[config.mk]
export PLATFORM = sky130hd
export DESIGN_NAME = pfc_top
export DESIGN_NICKNAME = d
export VERILOG_FILES = /design/src/hdl/pfc_pkg.sv /design/src/hdl/pfc_top.sv /design/src/hdl/pfc_pad_cell.sv
export VERILOG_INCLUDE_DIRS = /design/src /design/src/hdl
export SDC_FILE = /design/constraint.sdc
export NUM_CORES = 1
export LEC_CHECK = 0
export BUFFER_PORTS_ARGS = -buffer_cell sky130_fd_sc_hd__buf_2
export CORE_AREA = 2 2 549 551
export CTS_CLUSTER_DIAMETER = 200
export CTS_CLUSTER_SIZE = 24
export DETAILED_ROUTE_END_ITERATION = 6
export DIE_AREA = 0 0 551 553
export GPL_ROUTABILITY_DRIVEN = 0
export PLACE_DENSITY = 0.39
export SYNTH_ARGS = -nofsm -noshare
export SYNTH_HDL_FRONTEND = slang
export SYNTH_SLANG_ARGS = --single-unit
[constraint.sdc]
create_clock -name CORE_CLK -period 2.84 [get_ports CORE_CLK]
set_input_delay 0.426 -clock CORE_CLK [delete_from_list [all_inputs] [get_ports CORE_CLK]]
set_output_delay 0.426 -clock CORE_CLK [all_outputs]
set_load 0.02 [all_outputs]
[src/hdl/pfc_regs.svh]
/*
 * Register map, field positions and pad constants of the pad function
 * configuration block.
 * Assumes inclusion by bare name from the package and the top module.
 */
`ifndef PFC_REGS_SVH
`define PFC_REGS_SVH

// Pad count and bus widths
`define PFC_NPADS        50
`define PFC_AW           8
`define PFC_DW           32

// Byte addresses of the registers
`define PFC_ADDR_KEY     8'h00
`define PFC_ADDR_CFG     8'h04
`define PFC_CFG_WORDS    6'h0d
`define PFC_ADDR_ALT     8'h40
`define PFC_ADDR_WT      8'h50
`define PFC_ADDR_SW      8'h60

// Unlock key and reset values
`define PFC_UNLOCK_KEY   8'h73
`define PFC_KEY_RST      8'h00
`define PFC_CFG_RST      8'h00

// Fields inside one pad byte of the pad config words
`define PFC_F_PULL       0
`define PFC_F_IE         1
`define PFC_F_STRNG      2
`define PFC_F_FSEL       5:3
`define PFC_F_RSEL       7:6

// Function select value that hands the pad to the GPIO data bit
`define PFC_FSEL_GPIO    3'h3

// Bits of the switch register
`define PFC_SW_HI_A      0
`define PFC_SW_HI_B      1
`define PFC_SW_LO        2

// Pad classes
`define PFC_PULLDOWN_PAD 20
`define PFC_LIMITED_MASK 50'h20b3fc33fca58
`define PFC_I2C_MASK     50'h30d800a000363

// Drive strength codes on the pad drive bus
`define PFC_DRV_4MA      2'h1

`endif

[src/hdl/pfc_pkg.sv]
/*
 * Types of the pad function configuration block.
 * Assumes pfc_regs.svh is on the include path.
 */
`include "pfc_regs.svh"

package pfc_pkg;

   // Whole state of the top module, one register
   typedef struct packed {
      logic [7:0]                     key;
      logic [`PFC_NPADS-1:0][7:0]     cfg;
      logic [`PFC_NPADS-1:0]          ds1;
      logic [`PFC_NPADS-1:0]          wt;
      logic [2:0]                     sw;
      logic [`PFC_DW-1:0]             rdata;
      logic [`PFC_NPADS-1:0]          in_s1;
      logic [`PFC_NPADS-1:0]          in_s2;
      logic [`PFC_NPADS-1:0]          core_in;
      logic [`PFC_NPADS-1:0]          out;
      logic [`PFC_NPADS-1:0]          oe;
      logic [`PFC_NPADS-1:0][1:0]     drive;
      logic [`PFC_NPADS-1:0]          pu;
      logic [`PFC_NPADS-1:0]          pd;
      logic [`PFC_NPADS-1:0][1:0]     rsel;
      logic [`PFC_NPADS-1:0]          ie;
   } pfc_state_t;

endpackage

[src/hdl/pfc_top.sv]
/*
 * Pad function configuration block: key-protected pad configuration
 * registers, per-pad function multiplexing, drive, pull and power
 * switch controls, and gated pad inputs toward the core.
 * Register words: the unlock key, thirteen pad config words holding
 * the 50 pad bytes four to a word, two high strength words, two GPIO data words and
 * one power switch word. Config, high strength and switch words take
 * writes only while the key is open; key and GPIO data always do.
 * Unaligned and unmapped accesses are ignored and read as zero.
 * Every pad control is registered, so a setting reaches its pad one
 * cycle after it lands in a register, and pad inputs reach the core
 * three cycles after they change. Software that wants glitch-free
 * pad changes must order its writes itself.
 * Assumes a register master on CORE_CLK with one-cycle strobes and
 * word-aligned addresses, peripheral module signals timed by
 * CORE_CLK, and pads whose inputs are asynchronous to CORE_CLK.
 */
// The register addresses and the plain strobed port were left to the implementer.
`timescale 1ns/100ps
`default_nettype none

`include "pfc_regs.svh"

////////////////////////////////////////////////////////////////////////////////
module pfc_top
   import pfc_pkg::*;
(
   // Clock and reset
   input  wire logic                      CORE_CLK,
   input  wire logic                      RST_N,
   // Register port
   input  wire logic [`PFC_AW-1:0]        REG_ADDR,
   input  wire logic [`PFC_DW-1:0]        REG_WDATA,
   input  wire logic                      REG_WR,
   input  wire logic                      REG_RD,
   output logic      [`PFC_DW-1:0]        REG_RDATA,
   // Peripheral side
   input  wire logic [`PFC_NPADS*8-1:0]   PERIPH_OUT,
   input  wire logic [`PFC_NPADS*8-1:0]   PERIPH_OE,
   output logic      [`PFC_NPADS-1:0]     CORE_IN,
   // Pad side
   input  wire logic [`PFC_NPADS-1:0]     PAD_IN,
   output logic      [`PFC_NPADS-1:0]     PAD_OUT,
   output logic      [`PFC_NPADS-1:0]     PAD_OE,
   output logic      [`PFC_NPADS*2-1:0]   PAD_DRIVE,
   output logic      [`PFC_NPADS-1:0]     PAD_PULLUP,
   output logic      [`PFC_NPADS-1:0]     PAD_PULLDOWN,
   output logic      [`PFC_NPADS*2-1:0]   PAD_RSEL,
   output logic      [`PFC_NPADS-1:0]     PAD_IE,
   // Power switches
   output logic                           SW_HI_A,
   output logic                           SW_HI_B,
   output logic                           SW_LO
);

   ////////////////////////////////////////////////////////////////////////////
   // Declarations

   localparam int NP        = `PFC_NPADS;
   // Read views padded up to whole words
   localparam int CFG_BITS  = `PFC_DW * `PFC_CFG_WORDS;
   localparam int HALF_BITS = 2 * `PFC_DW;

   // Strap masks and decode bases as typed constants: a bit or part
   // select taken straight on a literal is not legal
   localparam logic [NP-1:0]      LIMITED_PADS = `PFC_LIMITED_MASK;
   localparam logic [NP-1:0]      I2C_PADS     = `PFC_I2C_MASK;
   localparam logic [`PFC_AW-1:0] ALT_BASE     = `PFC_ADDR_ALT;
   localparam logic [`PFC_AW-1:0] WT_BASE      = `PFC_ADDR_WT;

   pfc_state_t                s_q;
   pfc_state_t                s_d;

   // Decoded pad controls from the cells
   logic [NP-1:0]             c_out;
   logic [NP-1:0]             c_oe;
   logic [NP-1:0][1:0]        c_drive;
   logic [NP-1:0]             c_pu;
   logic [NP-1:0]             c_pd;
   logic [NP-1:0][1:0]        c_rsel;

   // Address decode
   logic                      unlocked;
   logic                      aligned;
   logic [`PFC_AW-1:0]        cfg_off;
   logic [3:0]                cfg_idx;
   logic                      hit_key;
   logic                      hit_cfg;
   logic                      hit_alt;
   logic                      hit_wt;
   logic                      hit_sw;
   logic                      upper;
   logic [`PFC_DW-1:0]        rd_word;

   // Wide views for word-wise reads
   logic [CFG_BITS-1:0]       cfg_flat;
   logic [HALF_BITS-1:0]      ds1_flat;
   logic [HALF_BITS-1:0]      wt_flat;

   // Per-pad setting fields unpacked from the state, and the pull-down pad strap
   logic [NP-1:0][2:0]        pad_function_select;
   logic [NP-1:0]             drive_strength_low_bit;
   logic [NP-1:0]             drive_strength_high_bit;
   logic [NP-1:0]             pad_pull_enable;
   logic [NP-1:0]             pad_input_enable;
   logic [NP-1:0][1:0]        pullup_resistor_select;
   logic [NP-1:0]             pulldown_pad;

   // Key and switch fields
   logic [7:0]                pad_write_key;
   logic                      high_side_switch_enable_a;
   logic                      high_side_switch_enable_b;
   logic                      low_side_switch_enable;

   // Write enables, key gate already applied
   logic                      key_we;
   logic                      cfg_we;
   logic                      alt_we;
   logic                      wt_we;
   logic                      sw_we;

   ////////////////////////////////////////////////////////////////////////////
   // Address decode

   // Key and switch bits under their own names
   assign pad_write_key             = s_q.key;
   assign high_side_switch_enable_a = s_q.sw[`PFC_SW_HI_A];
   assign high_side_switch_enable_b = s_q.sw[`PFC_SW_HI_B];
   assign low_side_switch_enable    = s_q.sw[`PFC_SW_LO];

   // unlock compare; any other key value locks the gate
   assign unlocked = (pad_write_key == `PFC_UNLOCK_KEY);

   // Word accesses only; byte offsets inside a word never hit
   assign aligned  = (REG_ADDR[1:0] == 2'h0);
   assign cfg_off  = REG_ADDR - `PFC_ADDR_CFG;
   assign cfg_idx  = cfg_off[5:2];
   assign upper    = REG_ADDR[2];

   // Register selects
   assign hit_key  = aligned && (REG_ADDR == `PFC_ADDR_KEY);
   assign hit_cfg  = aligned && (REG_ADDR >= `PFC_ADDR_CFG)
                     && (cfg_off[7:2] < `PFC_CFG_WORDS);
   assign hit_alt  = aligned && (REG_ADDR[7:3] == ALT_BASE[7:3]);
   assign hit_wt   = aligned && (REG_ADDR[7:3] == WT_BASE[7:3]);
   assign hit_sw   = aligned && (REG_ADDR == `PFC_ADDR_SW);

   // Zero-extended views; nonexistent pads read as zero
   assign cfg_flat = {{(CFG_BITS - NP * 8){1'b0}}, s_q.cfg};
   assign ds1_flat = {{(HALF_BITS - NP){1'b0}}, s_q.ds1};
   assign wt_flat  = {{(HALF_BITS - NP){1'b0}}, s_q.wt};

   ////////////////////////////////////////////////////////////////////////////
   // Write enables

   // Key word, never gated
   assign key_we   = REG_WR && hit_key;
   // config words need the open key
   assign cfg_we   = REG_WR && hit_cfg && unlocked;
   // high strength words need the open key
   assign alt_we   = REG_WR && hit_alt && unlocked;
   // GPIO data word, never gated
   assign wt_we    = REG_WR && hit_wt;
   // switch word needs the open key
   // a refused write raises no flag or event
   assign sw_we    = REG_WR && hit_sw && unlocked;

   ////////////////////////////////////////////////////////////////////////////
   // Read multiplexer

   // reads never depend on the key
   always_comb begin
      rd_word = '0;
      if (hit_key) begin
         rd_word = {24'h000000, pad_write_key};
      end else if (hit_cfg) begin
         rd_word = cfg_flat[cfg_idx * 32 +: 32];
      end else if (hit_alt) begin
         rd_word = ds1_flat[upper * 32 +: 32];
      end else if (hit_wt) begin
         rd_word = wt_flat[upper * 32 +: 32];
      end else if (hit_sw) begin
         rd_word = {29'h00000000, s_q.sw};
      end
   end

   ////////////////////////////////////////////////////////////////////////////
   // Per-pad decode cells

   for (genvar gp = 0; gp < NP; gp++) begin : g_pad
      // Unpack the pad byte once; the input gate reads the same names
      assign pad_function_select[gp]     = s_q.cfg[gp][`PFC_F_FSEL];
      assign drive_strength_low_bit[gp]  = s_q.cfg[gp][`PFC_F_STRNG];
      assign drive_strength_high_bit[gp] = s_q.ds1[gp];
      assign pad_pull_enable[gp]         = s_q.cfg[gp][`PFC_F_PULL];
      assign pad_input_enable[gp]        = s_q.cfg[gp][`PFC_F_IE];
      assign pullup_resistor_select[gp]  = s_q.cfg[gp][`PFC_F_RSEL];
      assign pulldown_pad[gp]            = (gp == `PFC_PULLDOWN_PAD);

      // Pure decode; its results are registered below
      pfc_pad_cell u_cell (
         .fsel         (pad_function_select[gp]),
         .strng        (drive_strength_low_bit[gp]),
         .ds1          (drive_strength_high_bit[gp]),
         .pull         (pad_pull_enable[gp]),
         .rsel_in      (pullup_resistor_select[gp]),
         .gpio_bit     (s_q.wt[gp]),
         .limited      (LIMITED_PADS[gp]),
         .pulldown_pad (pulldown_pad[gp]),
         .i2c_pad      (I2C_PADS[gp]),
         .fn_out       (PERIPH_OUT[gp * 8 +: 8]),
         .fn_oe        (PERIPH_OE[gp * 8 +: 8]),
         .out          (c_out[gp]),
         .oe           (c_oe[gp]),
         .drive        (c_drive[gp]),
         .pu           (c_pu[gp]),
         .pd           (c_pd[gp]),
         .rsel         (c_rsel[gp])
      );
   end

   ////////////////////////////////////////////////////////////////////////////
   // Next state

   always_comb begin
      s_d       = s_q;
      // Read data stands for one cycle only
      s_d.rdata = '0;
      if (REG_RD) begin
         s_d.rdata = rd_word;
      end

      // Key itself is always writable, else it could never unlock
      if (key_we) begin
         s_d.key = REG_WDATA[7:0];
      end

      if (cfg_we) begin
         for (int p = 0; p < NP; p++) begin
            if (cfg_idx == 4'(p / 4)) begin
               s_d.cfg[p] = REG_WDATA[(p % 4) * 8 +: 8];
            end
         end
      end

      if (alt_we) begin
         if (upper) begin
            s_d.ds1[NP-1:32] = REG_WDATA[NP-33:0];
         end else begin
            s_d.ds1[31:0] = REG_WDATA;
         end
      end

      // GPIO data is not configuration and is never key gated
      if (wt_we) begin
         if (upper) begin
            s_d.wt[NP-1:32] = REG_WDATA[NP-33:0];
         end else begin
            s_d.wt[31:0] = REG_WDATA;
         end
      end

      if (sw_we) begin
         s_d.sw = REG_WDATA[2:0];
      end

      // Two flops before any logic reads a pad
      s_d.in_s1 = PAD_IN;
      s_d.in_s2 = s_q.in_s1;

      for (int p = 0; p < NP; p++) begin
         s_d.ie[p]      = pad_input_enable[p];
         s_d.core_in[p] = s_q.in_s2[p] & pad_input_enable[p];
      end

      // Decoded pad controls, one cycle behind the settings
      s_d.out   = c_out;
      s_d.oe    = c_oe;
      s_d.drive = c_drive;
      s_d.pu    = c_pu;
      s_d.pd    = c_pd;
      s_d.rsel  = c_rsel;
   end

   ////////////////////////////////////////////////////////////////////////////
   // State register

   always_ff @(posedge CORE_CLK or negedge RST_N) begin
      if (!RST_N) begin
         s_q <= '0;
      end else begin
         s_q <= s_d;
      end
   end

   ////////////////////////////////////////////////////////////////////////////
   // Outputs, all straight from the state register

   // Bus side
   assign REG_RDATA    = s_q.rdata;
   // Core side, already past the synchroniser and the input gate
   assign CORE_IN      = s_q.core_in;
   // Pad data and enable
   assign PAD_OUT      = s_q.out;
   assign PAD_OE       = s_q.oe;
   // Pad drive, pulls and input enable
   assign PAD_DRIVE    = s_q.drive;
   assign PAD_PULLUP   = s_q.pu;
   assign PAD_PULLDOWN = s_q.pd;
   assign PAD_RSEL     = s_q.rsel;
   assign PAD_IE       = s_q.ie;

   assign SW_HI_A      = high_side_switch_enable_a;
   assign SW_HI_B      = high_side_switch_enable_b;
   assign SW_LO        = low_side_switch_enable;

endmodule

`default_nettype wire

[src/hdl/pfc_pad_cell.sv]
/*
 * Per-pad decode: function multiplexer, drive strength, pulls and
 * I2C resistor select for one pad. Purely combinational.
 * Assumes the instantiating module registers every result.
 */
`timescale 1ns/100ps
`default_nettype none

module pfc_pad_cell (
   // Pad settings
   input  wire logic [2:0] fsel,
   input  wire logic       strng,
   input  wire logic       ds1,
   input  wire logic       pull,
   input  wire logic [1:0] rsel_in,
   input  wire logic       gpio_bit,
   // Pad class straps
   input  wire logic       limited,
   input  wire logic       pulldown_pad,
   input  wire logic       i2c_pad,
   // Module signals offered to this pad
   input  wire logic [7:0] fn_out,
   input  wire logic [7:0] fn_oe,
   // Decoded pad controls
   output logic            out,
   output logic            oe,
   output logic [1:0]      drive,
   output logic            pu,
   output logic            pd,
   output logic [1:0]      rsel
);

   // Function multiplexer
   always_comb begin
      out = fn_out[fsel];
      oe  = fn_oe[fsel];
      if (fsel == `PFC_FSEL_GPIO) begin
         out = gpio_bit;
         oe  = 1'b1;
      end
   end

   // Drive strength and pulls
   always_comb begin
      drive = {ds1, strng};
      if (limited && ds1) begin
         drive = `PFC_DRV_4MA;
      end
      pu = pull & ~pulldown_pad;
      pd = pull & pulldown_pad;
      rsel = (i2c_pad && pull) ? rsel_in : 2'h0;
   end

endmodule

`default_nettype wire

# Yosys cells after proc, flatten, opt, wreduce, memory -nomap -nowiden
# Index checks and enable logic that the tools add are counted.
# totals
output_inout_bits,535
reg_bits,1021
input_bits,894
word_cells,683
# op_classes
shifts,3
magnitude_cmp,52
muxes,347
n_reduce_logical,34
n_addsub,1
n_eq_ne,66
n_bitwise,51
# ops
op,n
$shiftx 416x10->32,1
$bmux 1 s3,100
$mux 1,227
$lt 3x4->1 const B,50
$mux 32,5
$eq 3x2->1 const B,50
$shiftx 64x7->32,2
$and 1x1->1,50
$reduce_and 2->1,17
$mux 2,14
$eq 4x4->1 const B,5
$eq 4x3->1 const B,4
$eq 8x7->1 const B,2
$logic_and 1x1->1,14
$eq 5x4->1 const B,2
$eq 4x2->1 const B,2
$ge 8x3->1 const B,1
$logic_not 8->1,1
$sub 8x3->8 const B,1
$lt 6x4->1 const B,1
$eq 4x1->1 const B,1
$logic_not 4->1,1
$mux 3,1
$logic_not 2->1,1
$not 1->1,1

# Logic depth before layout (Yosys ltp)
# Gate-level depths: netlist of run 1.
# logic_depth
ltp_word,8
depth_mapped,13

# By module
# Synthesis of run 1 repeated with hierarchy kept, for this count alone.
# unflattened
hier_cells,3642
hier_area_um2,52685.5
# by_module_without_submodules
mod,cells_each,seq_area_each_um2,area_per_inst_um2,instances
pfc_top,2842,28602.4,43989.7,1
pfc_pad_cell,16,0.0,173.9,50

# Worst setup path before layout of run 1
# OpenSTA, ideal clock, no wires.
# synth_path
path_kind,input to register
startpoint,in REG_ADDR[2]
endpoint,"reg s_q, in the netlist cfg_flat[384]"
path_stages,12
arrival_ns,3.483
slack_ns,-0.771
setup_ns,0.128
cell_sequence,buf_2 inv_1 clkbuf_1 clkbuf_1 ha_1 nor3b_1 xnor2_1 nand2_2 or2_1 nor4_4 buf_6 mux2_1
# synth_via
elab_chain_len,6
word_cells_on_any_way,9
# synth_lines
element,line_no,text
from (decl),pfc_top.sv:32,"input wire logic [`PFC_AW-1:0] REG_ADDR,"
$sub 8x3->8 (no line) or $ge 8x3->1 (tied branches),n/a,
$lt 6x4->1 (no line) or $logic_and 1x1->1 (tied branches),n/a,
$logic_and 1x1->1,pfc_top.sv:142,assign hit_cfg = aligned && (REG_ADDR >= `PFC_ADDR_CFG)
$logic_and 1x1->1 (2 in series),pfc_top.sv:159,assign cfg_we = REG_WR && hit_cfg && unlocked;
$reduce_and 2->1 (no line) *,n/a,
to (signal assigned),pfc_top.sv:290,s_q <= '0;
to (signal assigned),pfc_top.sv:292,s_q <= s_d;
to (decl),pfc_top.sv:71,pfc_state_t s_q;
# Mark *: on every way between the ends. The rest lies on a longest branch, timed or not.
# A chain may end at the register's enable or synchronous reset.

# Worst setup path in the final report of run 1
# layout_path
startpoint,"reg s_q, in the netlist pad_write_key[2]"
endpoint,"reg s_q, in the netlist cfg_flat[280]"
# layout_via
elab_chain_len,3
# layout_lines
element,line_no
$eq 8x7->1 (no line),n/a
$logic_and 1x1->1,pfc_top.sv:159
$reduce_and 2->1 (no line),n/a
# Every way passes these cells.

==> reports/results.ini, run 1 <==
[status]
status = finished clean

[timing]
hold_viol_final = 0
slew_headroom_pct = 39.74
fmax_ghz = 0.3658
fin_crit_ps = 2734
finalSetupTns_ps = 0
clock_skew_ps = 45.35
holdWs_ps = 91.17
rsz0062_at_grt = no
min_period_over_period_pct = 96.25
worst-slew-pin-transition_ps = 904.0
drv_slew = 0
setup_viol = 0

[floorplanning]
coreArea_um2 = 298800
start_util_pct = 15.47
die_y_um = 553
num_io_pins = 1429
die_width_um = 551
die_area_um2 = 304700
rows = 201

[grt]
antenna_found_initial = 102
grt_pass1_wl_mm = 304.5
grt.total_usage_pct = 14.88
grt.overflow.total = 0
grt_pass1_vias = 32260
grt_start_max_net_pins = 106

[placement]
dpl.cell_count = 7981
place.port_buffers = 1179
placed_area_um2 = 55390
hpwl_mm = 189.5

[cts]
cts_num_sinks = 994
cts_max_path_buffers = 3
path_clk_slew_ps = 110
cts_buffers = 50
insertion_delay_ps = 760
htreeDepth = 2
cts_tree = built
cts_root_buf = clkbuf_16
post_cts_buffers = 0

[power_and_ir_drop]
ir_drop_mv = 0.4512
p_comb_share_pct = 10.9
sequentialPowerShare_pct = 55.7
p_sw_mw = 7.216
power.static_leakage_nw = 27.62
p_sw_share_pct = 27.72
power_frac_clock_pct = 33.5
p_per_area_nw_per_um2 = 451.0
intPower_mw = 18.81

[final_layout]
fill_cells = 32620
drive_gt1_share_pct = 55.69
layout-area-overhead-vs-synth_pct = 24.88
final_cells = 8160
postLayoutCellArea_um2 = 57720
regArea_um2 = 24870
num-nets-final = 5056
multiInputGateArea_um2 = 17220

[synth]
synthArstFlopShare_pct = 100.0
syn_area_um2 = 46220
yosysTopAreaCell = dfrtp_1
ys_seq_area_share_pct = 53.82
synth_seq_cells = 994
synth.most_common_cell = dfrtp_1
yosysTopAreaCellShare_pct = 53.82
synth_flop_cell = dfrtp_1
yosys-top-cells-area = dfrtp_1 (54%), mux2_2 (14%), mux4_2 (12%), buf_4 (8.6%), mux2i_1 (2.0%)
synth_edf_count = 0
postSynthCellCount = 3217
syn_area_per_cell_um2 = 14.37
yosysUniqueCellTypes = 53
ys_warn_count = 0
synth_common_cells = dfrtp_1 (994), mux2_2 (563), buf_4 (532)

[setup_path]
path_class = flop to flop
arrival_ps = 3360
worstSetupEndpointType = flop
crit_fanout = 15
required_ps = 3470
startpoint_type = flop

[flow_run]
maxCapViolations = 0

[routing]
wl_per_cell_um = 28.60
vias = 30340
ant_nets = 0
drtIter0Drc = 1657
vias_per_cell = 3.719
drt-total-wl_mm = 233.4
drc_errors = 0
drtPass1Iterations = 5

[worst_hold_path]
worst_hold_path_type = input pin to flop

-- layer usage --
metal | GRT usage [%] | vias to the layer above | routed length (µm)
li1 | - | 12740 | -
met1 | 18.75 | 16030 | 98190
met2 | 24.72 | 1312 | 110500
met3 | 3.906 | 247 | 17510
met4 | 4.516 | 14 | 7085
met5 | 0 | - | 89
-- path summary, 6_finish.rpt --
| check | from | end | slack (ps) | cells after the start |
|---|---|---|---|---|
| setup / recovery | pad_write_key[2]$_DFFE_PN0P_ | cfg_flat[280]$_DFFE_PN0P_ | 110 | 8 |
| setup reg to reg | pad_write_key[2]$_DFFE_PN0P_ | cfg_flat[280]$_DFFE_PN0P_ | 110 | 8 |
| hold / removal | PERIPH_OE[281] | PAD_OE[35]$_DFF_PN0_ | 90 | 4 |
| min in group asynchronous | RST_N | s_d[503]$_DFF_PN0_ | 180 | 2 |
| max in group asynchronous | RST_N | s_d[544]$_DFF_PN0_ | 1550 | 4 |
| hold reg to reg | s_d[531]$_DFF_PN0_ | s_q[531]$_DFF_PN0_ | 350 | 0 |
-- through the flow --
step	utilization [%]	power (mW)	setup slack (ps)
2_1_floorplan	-	15.91	-14.53
3_3_place_gp	18.54	17.57	-392.5
3_5_place_dp	18.54	17.60	-348.9
4_1_cts	19.29	26.65	97.24
5_1_grt	19.30	27.17	13.11
6_report	19.32	26.03	106.4
-- cells in the final DEF, fill, tap and decap left out, types with 11 or more instances in the layout --
cell type and count:
a21oi_1 84, clkbuf_16 50, mux2_1 48, buf_2 1177, buf_4 141, diode_2 36, nand3_1 30, dfrtp_1 994
a211oi_1 13, a311oi_1 17, mux4_2 246, dlygate4sd3_1 81, nor2_1 11, a22o_1 14, nand2_1 92, or2_2 28
o22ai_1 15, mux2_2 563, mux2i_1 93, conb_1 149, nor3_1 71, and2_1 79, buf_12 68
-- cells by family (layout without fill, tap and decap cells) --
family / after synthesis / count (layout) / share of synthesized area [%]
AOI/OAI and AO/OA: 169 / 169 / 2.334
buffers and inverters: 733 / 1534 / 10.47
and+or+nand+nor: 360 / 360 / 4.234
other: 1 / 185 / 0.008114
adders and majority gates: 6 / 6 / 0.1624
xor gates and xnor gates: 3 / 3 / 0.05686
DFF: 994 / 994 / 53.82
muxes: 951 / 951 / 28.91
-- worst max-delay path: stages (launching register included) --
cell and delay [ps]:
dfrtp_1 400, nand4b_1 220, nor4_1 320, buf_4 190, nand4_1 180, buf_4 240, nor3_4 460, buf_12 240
mux2_1 350
-- registers in the layout (all words and copies together) (netlist names), 8 cells and up --
| name | count |
|---|---|
| PAD_DRIVE | 73 |
| pad_write_key | 8 |
| drive_strength_high_bit | 50 |
| PAD_OUT | 50 |
| PAD_RSEL | 28 |
| CORE_IN | 50 |
| s_d | 50 |
| PAD_OE | 50 |
| PAD_IE | 50 |
| REG_RDATA | 32 |
| PAD_PULLUP | 49 |
| s_q | 100 |
| cfg_flat | 400 |
-- power by group through the flow --
stage	clock, mW	combinational, mW	sequential, mW
3_3_place_gp	0	2.80	14.8
2_1_floorplan	0	1.26	14.7
5_1_grt	9.59	3.07	14.5
4_1_cts	9.24	2.92	14.5
3_5_place_dp	0	2.82	14.8
6_report	8.71	2.83	14.5
-- area by class of cell --
class	instances	area share, %
Sequential cell	994	43.10
Multi-Input combinational cell	1638	29.84
Timing Repair Buffer	1469	15.86
Tap cell	3958	8.580
Clock buffer	51	2.174
Clock inverter	11	0.2797
Antenna cell	36	0.1561
Inverter	3	0.01951
-- repair_timing --
action,4_1_cts,5_1_grt
resized for setup,1,0
hold endpoints to repair,125,0
endpoints found under the setup margin,1,0
hold buffers,81,0
Power figures use the tool's default switching activity.
==> run 2, diff against run 1 <==
Settings changed: SETUP_SLACK_MARGIN set to 0.15.
==> run 2 against run 1 <==
Effect of this change:
- total power down 0.55%
- critical path depth down 2
- critical path type unchanged
- setup slack better by 130 ps
- largest cell class unchanged
- register-to-register slack better by 130 ps
- combinational power down 4%
- die area unchanged
- non-clock buffer count down 5
- first-iteration DRC count down 24%
- clock skew down 5.2 ps
==> reports/results.ini, run 2 (synthesis gave the netlist of run 1 again) <==
[floorplanning]
rows = 201  ; unchanged
die_width_um = 551  ; unchanged
coreArea_um2 = 298800  ; unchanged
die_y_um = 553  ; unchanged
die_area_um2 = 304700  ; unchanged
num_io_pins = 1429  ; unchanged
start_util_pct = 15.47  ; unchanged

[placement]
place.port_buffers = 1179  ; unchanged
dpl_worst_slack_ps = -215.2  ; +133.7 ps
dpl.cell_count = 7969  ; -0.15%
placed_area_um2 = 55580  ; +0.35%
hpwl_mm = 179.8  ; -5.1%

[setup_path]
arrival_ps = 3240  ; -120 ps
slowest_stage = or4_1
critPathMaxStageDelay_ps = 520  ; +60 ps
critPathTopFamily = simple AND/OR/NAND/NOR gates
startpoint_type = flop
rr_worst_depth = 6  ; -2
required_ps = 3470  ; about the same
worstSetupEndpointType = flop
crit_fanout = 21  ; +6
crit_chain = nand4b_1 -> or4_1 -> buf_4 -> nor4_4 -> buf_12 -> mux2_2
path_class = flop to flop
worst-path-stages = 6  ; -2
cp.buffers_inverters = 2  ; -1
ff2ff_setup_slack_ps = 230  ; +130 ps

[grt]
grt_pass1_wl_mm = 300.2  ; -1.4%
grt.overflow.total = 0  ; unchanged
grt_start_max_net_pins = 101  ; -4.7%
grt.total_usage_pct = 14.57  ; -0.31 points
grt_pass1_vias = 32410  ; +0.47%
antenna_found_initial = 92  ; -9.8%

[final_layout]
post-route-util_pct = 19.42  ; +0.11 points
final_cells = 8173  ; +0.16%
num-nets-final = 5051  ; -0.099%
postLayoutCellArea_um2 = 58030  ; +0.55%
layout_common_cells = buf_2 (1177), dfrtp_1 (994), mux2_2 (520), mux4_2 (246), conb_1 (149)
layout-area-overhead-vs-synth_pct = 25.57
final_common_cell = buf_2
fill_cells = 32550  ; -0.21%
drive_gt1_share_pct = 56.68  ; +0.99 points
multiInputGateArea_um2 = 17550  ; +1.9%
largest_register_ffs = 400  ; unchanged
regArea_um2 = 24870  ; unchanged

[cts]
path_clk_slew_ps = 110  ; about the same
htreeDepth = 2  ; unchanged
cts_max_path_buffers = 3  ; unchanged
cts_root_buf = clkbuf_16
cts_buffers = 50  ; unchanged
insertion_delay_ps = 740  ; -20 ps
cts_num_sinks = 994  ; unchanged
cts_tree = built

[timing]
slew_headroom_pct = 45.69  ; +6.0 points
setup_viol = 0  ; unchanged
hold_viol_final = 0  ; unchanged
clock_skew_ps = 40.12  ; -5.229 ps
min_period_over_period_pct = 91.74  ; -4.5 points
worst-slew-pin-transition_ps = 814.6  ; -89.37 ps
postLayoutSetupSlackWorst_ps = 234.7  ; +128.3 ps
fmax_ghz = 0.3838  ; +4.9%
rsz0062_at_grt = no
fin_crit_ps = 2605  ; -128.3 ps
drv_slew = 0  ; unchanged

[routing]
ant_nets = 0  ; unchanged
drt-total-wl_mm = 228.2  ; -2.2%
drc_errors = 0  ; unchanged
wl_per_cell_um = 27.92  ; -2.4%
vias_per_cell = 3.683  ; -0.96%
drtIter0Drc = 1264  ; -24%
drtPass1Iterations = 5  ; unchanged
vias = 30100  ; -0.80%

[worst_hold_path]
worst_hold_path_type = input pin to flop
hold_path_depth = 4  ; unchanged

[power_and_ir_drop]
power.static_leakage_nw = 27.65  ; +0.12%
ir_drop_mv = 0.5162  ; +14%
p_per_area_nw_per_um2 = 446.1  ; -1.1%

[status]
status = finished clean

[flow_run]
maxCapViolations = 0  ; unchanged

## run 2: cell count changes in the layout (fill, tap and decap cells not counted), moves of 2 or more
cell        change
nand2_4         +2
buf_12          -5
clkbuf_16       +2
mux2_1         -38
diode_2        +17
inv_6           -2
clkinvlp_4      +2
mux2_4         +81
mux2_2         -43
## run 2: path summary, 6_finish.rpt
path                                                   start                        end
worst max-delay path            pad_write_key[2]$_DFFE_PN0P_  cfg_flat[181]$_DFFE_PN0P_
worst min-delay path                          PERIPH_OE[161]       PAD_OE[20]$_DFF_PN0_
worst max register to register  pad_write_key[2]$_DFFE_PN0P_  cfg_flat[181]$_DFFE_PN0P_
worst min register to register            s_d[507]$_DFF_PN0_         s_q[507]$_DFF_PN0_
max in group asynchronous                              RST_N       PAD_OE[30]$_DFF_PN0_
min in group asynchronous                              RST_N         s_d[504]$_DFF_PN0_
## run 2: area by class of cell
cell class	instances	share of cell area [%]
antenna	53	0.2285
clock inverter	11	0.2393
timing repair buffer	1464	15.67
multi-input combinational	1638	30.25
clock buffer	52	2.206
sequential	994	42.86
tap	3958	8.533
inverter	3	0.01940
## run 2: where the power goes
group	leakage (nW)	switching (mW)	internal (mW)
combinational	13.5	1.64	1.08
clock	0.688	5.37	3.32
sequential	13.4	0.142	14.3
## run 2: per-layer routing
layer  share of wire (%)  routed length, µm  GRT usage (%)  vias to the layer above
met5               0.059                134              0                        -
met4                 3.1               7182          4.657                       20
li1                    -                  -              -                    12770
met2                  50             113000          25.16                     1160
met1                  41              93350          17.91                    15910
met3                 6.3              14470          3.120                      232
## run 2: what timing repair did
action                                 CTS  global route
pin swaps                                1             2
endpoints found under the hold margin  186             0
buffers inserted                         2             4
gates cloned                             1             1
hold buffers                            80             0
gates resized for setup                  0             2
setup endpoints to repair                1            59
## run 2: through the flow
step	power (mW)	hold slack, ps	TNS, ps
after detailed placement	17.48	334.7	-16310
after global placement	17.46	332.2	-15470
after floorplan	15.92	130.4	-142.3
after CTS	26.57	0.4004	0
after global routing	27.13	47.18	0
final	25.89	105.5	0
## run 2: worst register-to-register path: cells and delay by family, from the launching register on
| family | cells | cell delay, ps |
|---|---|---|
| multiplexers | 1 | 460 |
| flip-flops | 1 | 410 |
| AND/OR/NAND/NOR | 3 | 1090 |
| buffers and inverters | 2 | 540 |
